--- src/core/pin_mux_pkg.sv ---
package pin_mux_pkg;
    localparam logic [7:0] MP_PIN_OFFSET = 8'h33;
    localparam logic [7:0] RSVD_SLOT_OFFSET = 8'h34;
    localparam logic [7:0] SOUT_PIN_OFFSET = 8'h35;
    localparam logic [7:0] SIN_PIN_OFFSET = 8'h36;
    localparam int MP_FUNC_LSB = 2;
    localparam int MP_IN_BIT = 1;
    localparam int MP_GPO_BIT = 0;
    localparam int SOUT_KEEP_BIT = 4;
    localparam int SOUT_SEL_LSB = 1;
    localparam int SOUT_GPO_BIT = 0;
    localparam int SIN_SEL_LSB = 1;
    localparam int SIN_IN_BIT = 0;
    localparam logic [7:0] MP_RESET = 8'h00;
    localparam logic [7:0] SOUT_RESET = 8'h12;
    localparam logic [7:0] SIN_RESET = 8'h02;
    localparam logic [7:0] RSVD_SLOT_RESET = 8'h00;

    typedef enum logic [3:0] {
        MP_OFF = 4'b0000,
        MP_INPUT = 4'b0001,
        MP_GEN_IN = 4'b0010,
        MP_GEN_OUT = 4'b0011,
        MP_IRQ1 = 4'b0100,
        MP_IRQ2 = 4'b0101,
        MP_REC_WCLK = 4'b0111,
        MP_SEC_BCLK = 4'b1000,
        MP_SEC_WCLK = 4'b1001,
        MP_MOD_CLK = 4'b1010,
        MP_SEC_DATA = 4'b1011
    } mp_func_e;

    typedef enum logic [2:0] {
        SO_OFF = 3'b000,
        SO_PRIMARY = 3'b001,
        SO_GEN_OUT = 3'b010,
        SO_CLK_OUT = 3'b011,
        SO_IRQ1 = 3'b100,
        SO_IRQ2 = 3'b101,
        SO_SEC_BCLK = 3'b110,
        SO_SEC_WCLK = 3'b111
    } sout_sel_e;

    typedef enum logic [1:0] {
        SI_OFF = 2'b00,
        SI_ENABLED = 2'b01,
        SI_GEN_IN = 2'b10,
        SI_RSVD = 2'b11
    } sin_sel_e;

    // internal sources that may be routed out to a pin
    typedef struct packed {
        logic interrupt_line_one;
        logic interrupt_line_two;
        logic record_word_clock;
        logic sec_bit_clock;
        logic sec_word_clock;
        logic record_modulator_clock;
        logic sec_data_out;
        logic primary_data_out;
        logic clock_output;
    } pin_src_s;
endpackage

--- src/core/codec_pin_function_mux.sv ---
`timescale 1ns/1ps
module codec_pin_function_mux
    import pin_mux_pkg::*;
(
    input wire logic clk_sys,
    input wire logic rst_n,
    input wire logic reg_wr_en,
    input wire logic reg_rd_en,
    input wire logic [7:0] reg_addr,
    input wire logic [7:0] reg_wdata,
    output logic [7:0] reg_rdata,
    input wire pin_src_s src,
    input wire logic mp_pin_in,
    output logic mp_pin_out,
    output logic mp_pin_oe,
    output logic mp_pin_in_en,
    output logic mp_audio_in,
    output logic mp_audio_in_valid,
    output logic sout_pin_out,
    output logic sout_pin_oe,
    output logic sout_keeper_en,
    input wire logic sin_pin_in,
    output logic sin_pin_in_en,
    output logic sin_audio_in
);

    logic [7:0] mp_ctrl_ff;
    logic [7:0] sout_ctrl_ff;
    logic [7:0] sin_ctrl_ff;
    logic mp_level;
    logic sin_level;
    logic [3:0] mp_func;
    logic [2:0] sout_sel;
    logic [1:0] sin_sel;
    logic mp_drv;
    logic mp_oe_c;
    logic mp_ie_c;
    logic so_drv;
    logic so_oe_c;
    logic si_ie_c;
    logic wr_mp;
    logic wr_so;
    logic wr_si;
    logic [7:0] nxt_rdata;

    // true for the function codes that switch the output buffer on
    function automatic logic mp_output_code(input logic [3:0] func);
        logic hit;
        hit = 1'b0;
        unique case (func)
            MP_GEN_OUT,
            MP_IRQ1,
            MP_IRQ2,
            MP_REC_WCLK,
            MP_SEC_BCLK,
            MP_SEC_WCLK,
            MP_MOD_CLK,
            MP_SEC_DATA:
            begin
                hit = 1'b1;
            end
            default:
            begin
                hit = 1'b0;
            end
        endcase
        return hit;
    endfunction

    // true for the function codes that switch the input buffer on
    function automatic logic mp_input_code(input logic [3:0] func);
        logic hit;
        hit = 1'b0;
        unique case (func)
            MP_INPUT,
            MP_GEN_IN:
            begin
                hit = 1'b1;
            end
            default:
            begin
                hit = 1'b0;
            end
        endcase
        return hit;
    endfunction

    // true only for the function code that hands the pin to the audio logic
    function automatic logic mp_audio_code(input logic [3:0] func);
        return func == MP_INPUT;
    endfunction

    // true for the serial input selects that keep the input buffer on
    function automatic logic sin_input_code(input logic [1:0] sel);
        logic hit;
        hit = 1'b0;
        unique case (sel)
            SI_ENABLED,
            SI_GEN_IN:
            begin
                hit = 1'b1;
            end
            default:
            begin
                hit = 1'b0;
            end
        endcase
        return hit;
    endfunction

    // puts a live level, or a zero, into one bit position of a register word
    function automatic logic [7:0] with_level(input logic [7:0] word, input int pos,
        input logic level);
        logic [7:0] res;
        res = word;
        res[pos] = level;
        return res;
    endfunction

    assign mp_func = mp_ctrl_ff[MP_FUNC_LSB +: 4];
    assign sout_sel = sout_ctrl_ff[SOUT_SEL_LSB +: 3];
    assign sin_sel = sin_ctrl_ff[SIN_SEL_LSB +: 2];

    // write decode; the reserved slot and unmapped addresses have no storage
    assign wr_mp = reg_wr_en && (reg_addr == MP_PIN_OFFSET);
    assign wr_so = reg_wr_en && (reg_addr == SOUT_PIN_OFFSET);
    assign wr_si = reg_wr_en && (reg_addr == SIN_PIN_OFFSET);

    // multipurpose pin register; the input level bit is not stored
    always_ff @(posedge clk_sys or negedge rst_n)
    begin
        if (!rst_n)
        begin
            mp_ctrl_ff <= MP_RESET;
        end
        else if (wr_mp)
        begin
            mp_ctrl_ff <= with_level(reg_wdata, MP_IN_BIT, 1'b0);
        end
    end

    // serial output pin register, all bits stored
    always_ff @(posedge clk_sys or negedge rst_n)
    begin
        if (!rst_n)
        begin
            sout_ctrl_ff <= SOUT_RESET;
        end
        else if (wr_so)
        begin
            sout_ctrl_ff <= reg_wdata;
        end
    end

    // serial input pin register; the live level bit is not stored
    always_ff @(posedge clk_sys or negedge rst_n)
    begin
        if (!rst_n)
        begin
            sin_ctrl_ff <= SIN_RESET;
        end
        else if (wr_si)
        begin
            sin_ctrl_ff <= with_level(reg_wdata, SIN_IN_BIT, 1'b0);
        end
    end

    // multipurpose pin buffer enables
    always_comb
    begin
        mp_oe_c = mp_output_code(mp_func);
        mp_ie_c = mp_input_code(mp_func);
    end

    // multipurpose pin output source
    always_comb
    begin
        mp_drv = 1'b0;
        unique case (mp_func)
            MP_GEN_OUT:
            begin
                mp_drv = mp_ctrl_ff[MP_GPO_BIT];
            end
            MP_IRQ1:
            begin
                mp_drv = src.interrupt_line_one;
            end
            MP_IRQ2:
            begin
                mp_drv = src.interrupt_line_two;
            end
            MP_REC_WCLK:
            begin
                mp_drv = src.record_word_clock;
            end
            MP_SEC_BCLK:
            begin
                mp_drv = src.sec_bit_clock;
            end
            MP_SEC_WCLK:
            begin
                mp_drv = src.sec_word_clock;
            end
            MP_MOD_CLK:
            begin
                mp_drv = src.record_modulator_clock;
            end
            MP_SEC_DATA:
            begin
                mp_drv = src.sec_data_out;
            end
            default:
            begin
                mp_drv = 1'b0;
            end
        endcase
    end

    // serial output pin source
    always_comb
    begin
        so_oe_c = (sout_sel != SO_OFF);
        so_drv = 1'b0;
        unique case (sout_sel)
            SO_OFF:
            begin
                so_drv = 1'b0;
            end
            SO_PRIMARY:
            begin
                so_drv = src.primary_data_out;
            end
            SO_GEN_OUT:
            begin
                so_drv = sout_ctrl_ff[SOUT_GPO_BIT];
            end
            SO_CLK_OUT:
            begin
                so_drv = src.clock_output;
            end
            SO_IRQ1:
            begin
                so_drv = src.interrupt_line_one;
            end
            SO_IRQ2:
            begin
                so_drv = src.interrupt_line_two;
            end
            SO_SEC_BCLK:
            begin
                so_drv = src.sec_bit_clock;
            end
            SO_SEC_WCLK:
            begin
                so_drv = src.sec_word_clock;
            end
        endcase
    end

    // serial input pin buffer enable; the reserved select keeps it off
    always_comb
    begin
        si_ie_c = sin_input_code(sin_sel);
    end

    // levels seen behind the input buffers; a powered-down buffer reads low
    assign mp_level = mp_ie_c & mp_pin_in;
    assign sin_level = si_ie_c & sin_pin_in;

    // multipurpose pin side outputs
    always_comb
    begin
        mp_pin_out = mp_drv;
        mp_pin_oe = mp_oe_c;
        mp_pin_in_en = mp_ie_c;
        mp_audio_in = mp_audio_code(mp_func) & mp_pin_in;
        mp_audio_in_valid = mp_audio_code(mp_func);
    end

    // serial pin side outputs
    always_comb
    begin
        sout_pin_out = so_drv;
        sout_pin_oe = so_oe_c;
        sout_keeper_en = ~sout_ctrl_ff[SOUT_KEEP_BIT];
        sin_pin_in_en = si_ie_c;
        sin_audio_in = (sin_sel == SI_ENABLED) & sin_pin_in;
    end

    // read word by address; live levels fill the read-only bits
    always_comb
    begin
        nxt_rdata = RSVD_SLOT_RESET;
        unique case (reg_addr)
            MP_PIN_OFFSET:
            begin
                nxt_rdata = with_level(mp_ctrl_ff, MP_IN_BIT, mp_level);
            end
            SOUT_PIN_OFFSET:
            begin
                nxt_rdata = sout_ctrl_ff;
            end
            SIN_PIN_OFFSET:
            begin
                nxt_rdata = with_level(sin_ctrl_ff, SIN_IN_BIT, sin_level);
            end
            default:
            begin
                nxt_rdata = RSVD_SLOT_RESET;
            end
        endcase
    end

    // read data holds until the next read strobe
    always_ff @(posedge clk_sys or negedge rst_n)
    begin
        if (!rst_n)
        begin
            reg_rdata <= 8'h00;
        end
        else if (reg_rd_en)
        begin
            reg_rdata <= nxt_rdata;
        end
    end

endmodule

--- config.mk ---
export PLATFORM = sky130hd
export DESIGN_NAME = codec_pin_function_mux
export DESIGN_NICKNAME = d
export VERILOG_FILES = /design/src/core/pin_mux_pkg.sv /design/src/core/codec_pin_function_mux.sv
export SDC_FILE = /design/constraint.sdc
export NUM_CORES = 1
export LEC_CHECK = 0
export BUFFER_PORTS_ARGS = -buffer_cell sky130_fd_sc_hd__buf_2
export CAP_MARGIN = 30
export CELL_PAD_IN_SITES_DETAIL_PLACEMENT = 0
export CELL_PAD_IN_SITES_GLOBAL_PLACEMENT = 1
export CORE_UTILIZATION = 30
export DETAILED_ROUTE_END_ITERATION = 8
export GPL_TIMING_DRIVEN = 0
export PLACE_DENSITY_LB_ADDON = 0.1
export SYNTH_ARGS = -nofsm -noshare
export SYNTH_HDL_FRONTEND = slang
export SYNTH_SLANG_ARGS = --single-unit
--- constraint.sdc ---
create_clock -name clk_sys -period 1.5 [get_ports clk_sys]
set_input_delay 0 -clock clk_sys [delete_from_list [all_inputs] [get_ports clk_sys]]
set_output_delay 0 -clock clk_sys [all_outputs]
set_load 0.01 [all_outputs]
==> parameters.txt <==
Parameter                              Value

Timing
  Tightest slew margin relative to the limit    50.6%
  Fin worst setup slack    -0.127 ns
  Minimum hold slack    0.128 ns
  Worst Skew    0.0110 ns
  Slew @ Worst Pin    0.737 ns
  Unrepaired setup endpoints after global routing    true
  Hold Fails Final Rpt    0
  Crit share post-route    108%
  Post-layout min period    1.63 ns
  Max Transition Viols Final    0
  Highest clock frequency the design can meet    615 MHz
  Setup Viol. Count Final    2

GRT
  Wire length of the first global-routing pass    7620 um
  Number of antenna violations at the first check in global routing    0
  Pin count of the biggest net entering global routing    31
  Global-route usage over all layers    16.5%
  Total gr overflow    0
  Via count of the first global-routing pass    1483

Pwr
  Switching share of power    25.4%
  Portion of total power attributed to the clock network    36.8%
  Portion of total power attributed to combinational logic    15.4%
  Internal cell power    1.35 mW
  Power per unit of standard cell area    783 nW/um^2
  Leakage    1.08 nW
  Net load switching power    460 uW
  Max IR drop VDD    0.000362 V
  Sequential power share    47.8%

Clocking
  Clk root buf    clkbuf_8
  Clk_lat worst skew    0.28 ns
  Clk sinks    30
  Maximum level of the CTS H-tree    2
  Maximum buffer depth of the clock tree    2
  Number of buffers created by CTS    5
  CTS clk-pin slew, worst paths    0.07 ns
  TritonCTS clock tree    built

Setup path
  Max FO, Critical Path    2
  Startpoint type of the worst setup path    flop
  FF-to-FF setup slack    0.07 ns
  FF-to-FF path depth    5
  Worst setup path startpoint    sout_ctrl_ff[1]
  Worst setup EP type    output pin
  Critical path type    flop to output pin
  Data arrival time of the worst path    1.63 ns
  Beginning of the worst register-to-register path    mp_ctrl_ff[2]
  Endpoint of the lowest-slack register-to-register path    reg_rdata[1]
  Data required time at the worst endpoint    1.50 ns

Die
  Initial Util    31.4%
  Die footprint    6110 um^2
  Vertical die dimension    78.1 um
  Die span in x    78.1 um
  Count of boundary I/O pins    49
  Site row count    27
  Standard cell core area    5540 um^2

Yosys
  Sequential cell area fraction in the yosys report    43.4%
  Share of synthesized registers carrying an async set or reset    100%
  Total standard cell area after synthesis    1740 um^2
  Average size of a mapped cell    11.7 um^2
  Net count of the mapped netlist    181
  Number of enable-type register cells in the synthesized netlist    0
  Synth warn    0
  Number of library cell types mapped by synthesis    43
  Post-synthesis cell count    149
  Most used flip-flop cell after synthesis    dfrtp_1
  Synthesized flop and latch total    30

Worst hold path
  Hold_sp    mp_pin_in
  Hold depth    4
  Worst min-delay path class    primary input to flop
  Worst hold path endpoint    reg_rdata[1]

Finish
  ANT cells    0
  Layout overhead on the synthesized area    33.0%
  Utilization of the core after routing    41.8%
  Net count of the finished layout    245
  Share of layout cells above drive strength 1    45.3%
  Number of filler cells placed in the layout    568

Drt
  DR iter-0 viols    72
  Via count    1480
  Via-to-Cell Ratio    5.17
  Final routed DRC violation total    0
  Number of routed nets with antenna violations    0
  Detailed Route WL    4690 um
  Router iterations before antenna repair    4
  Routed WL per cell    16.4 um

Placement
  Placer's final routability congestion estimate    0.738
  Number of input and output port buffers inserted    46
  HPWL after detailed placement    3330 um
  Dpl ws    -0.230 ns

Flow run
  Reported max-cap violation count    0

Status
  Run status    finished, violations left
  Violations in the final reports    negative setup slack
[cell usage after synthesis, types with 2 or more instances]
library cell  number  area, um^2
mux4_2             2        45.0
clkbuf_1           7        26.3
a31oi_1            3        18.8
o32ai_1            2        17.5
a221oi_1           2        17.5
nand2b_1           6        37.5
mux2_2            23         259
and3_1             2        12.5
nand3_1            3        15.0
a21boi_0           5        37.5
a22oi_1            3        22.5
mux2i_1            4        40.0
a21oi_1            2        10.0
and3b_1            4        35.0
and4b_1            5        50.1
buf_2              4        20.0
nor2b_1            3        18.8
nand4b_1           6        52.6
a32oi_1            2        17.5
nand4_1            2        12.5
dfrtp_1           27         676
inv_1              7        26.3
a211oi_1           2        15.0
and2_1             2        12.5
dfstp_2            3        78.8
[sequential cells by signal, indices dropped and copies added, names as in the netlist]
name	flops
reg_rdata	8
sout_ctrl_ff	8
mp_ctrl_ff	7
sin_ctrl_ff	7
[per-stage QoR]
stage	instance area [um^2]	setup TNS, ns	power, mW	std cells
2_1_floorplan	1740	0	1.01	149
3_3_place_gp	2060	-4.20	1.11	267
3_5_place_dp	2060	-4.57	1.12	267
4_1_cts	2270	-0.207	1.83	286
5_1_grt	2310	-0.303	1.92	286
6_report	2310	-0.171	1.81	286
[worst max-delay path, stage by stage (launching register included)]
cell     delay, ns
dfstp_2       0.55
mux4_2        0.50
a21o_1        0.16
buf_2         0.13
[power groups by stage]
stage	Combinational (mW)	Sequential [mW]	Clock [mW]
after floorplan	0.137	0.868	0
after global placement	0.240	0.875	0
after detailed placement	0.246	0.876	0
after CTS	0.274	0.861	0.692
after global routing	0.309	0.869	0.739
final	0.279	0.866	0.668
[metal layers]
layer / vias to the layer above / share of wire [%] / wire (um) / GRT usage [%]
met5: - / 0 / 0 / 0
met4: 0 / 0.98 / 46 / 5.93
met3: 6 / 3.5 / 166 / 3.84
met2: 28 / 49 / 2280 / 26.9
met1: 755 / 47 / 2200 / 21.1
li1: 691 / - / - / -
[cells by family (layout without fill, tap and decap cells)]
logic type               Yosys count  count (layout)  share of synthesized area [%]
AO/OA/AOI/OAI                     25              25                           10.9
adder cells (fa/ha/maj)            1               1                          0.719
buffers and inverters             19              84                           4.39
multiplexers                      29              29                           19.8
flip-flops                        30              30                           43.4
AND/OR/NAND/NOR                   43              43                           19.9
XOR/XNOR                           2               2                           1.01
[layout make-up]
type | instances | area (um^2) | share of cell area (%)
multi-input cells | 100 | 950 | 41.0
flip-flops and latches | 30 | 756 | 32.7
repair buffers | 58 | 347 | 15.0
well taps | 72 | 90.1 | 3.89
clock buffers | 7 | 86.3 | 3.73
plain buffers | 11 | 53.8 | 2.33
inverters | 7 | 26.3 | 1.14
clock inverters | 1 | 5.00 | 0.216
[worst max path at each step]
stage,slack [ns],cells after the start,end
after floorplan,0.16,3,mp_ctrl_ff[0]
after global placement,-0.22,4,mp_ctrl_ff[2]
after detailed placement,-0.23,4,mp_ctrl_ff[7]
after CTS,-0.15,3,sout_pin_out
after global routing,-0.18,3,sout_pin_out
final,-0.13,3,sout_pin_out
[placed cells by master, fill, tap and decap left out, types with 3 or more instances in the layout]
master          n
a21boi_0        5
a22oi_1         3
a31oi_1         3
and3b_1         4
and4b_1         5
buf_2          49
clkbuf_1        6
clkbuf_8        6
dfrtp_1        26
dfstp_2         3
dlygate4sd3_1   9
inv_1           7
mux2_2         23
mux2i_1         4
nand2b_1        6
nand3_1         3
nand4b_1        6
[timing repair]
action                     4_1_cts  5_1_grt
resized for setup                6        7
hold buffers                     9        0
setup endpoints to repair        3        5
pin swaps                        2        1
buffers inserted                 2        1
hold endpoints to repair        47        0
No activity file was read; power rests on OpenSTA's default activity.
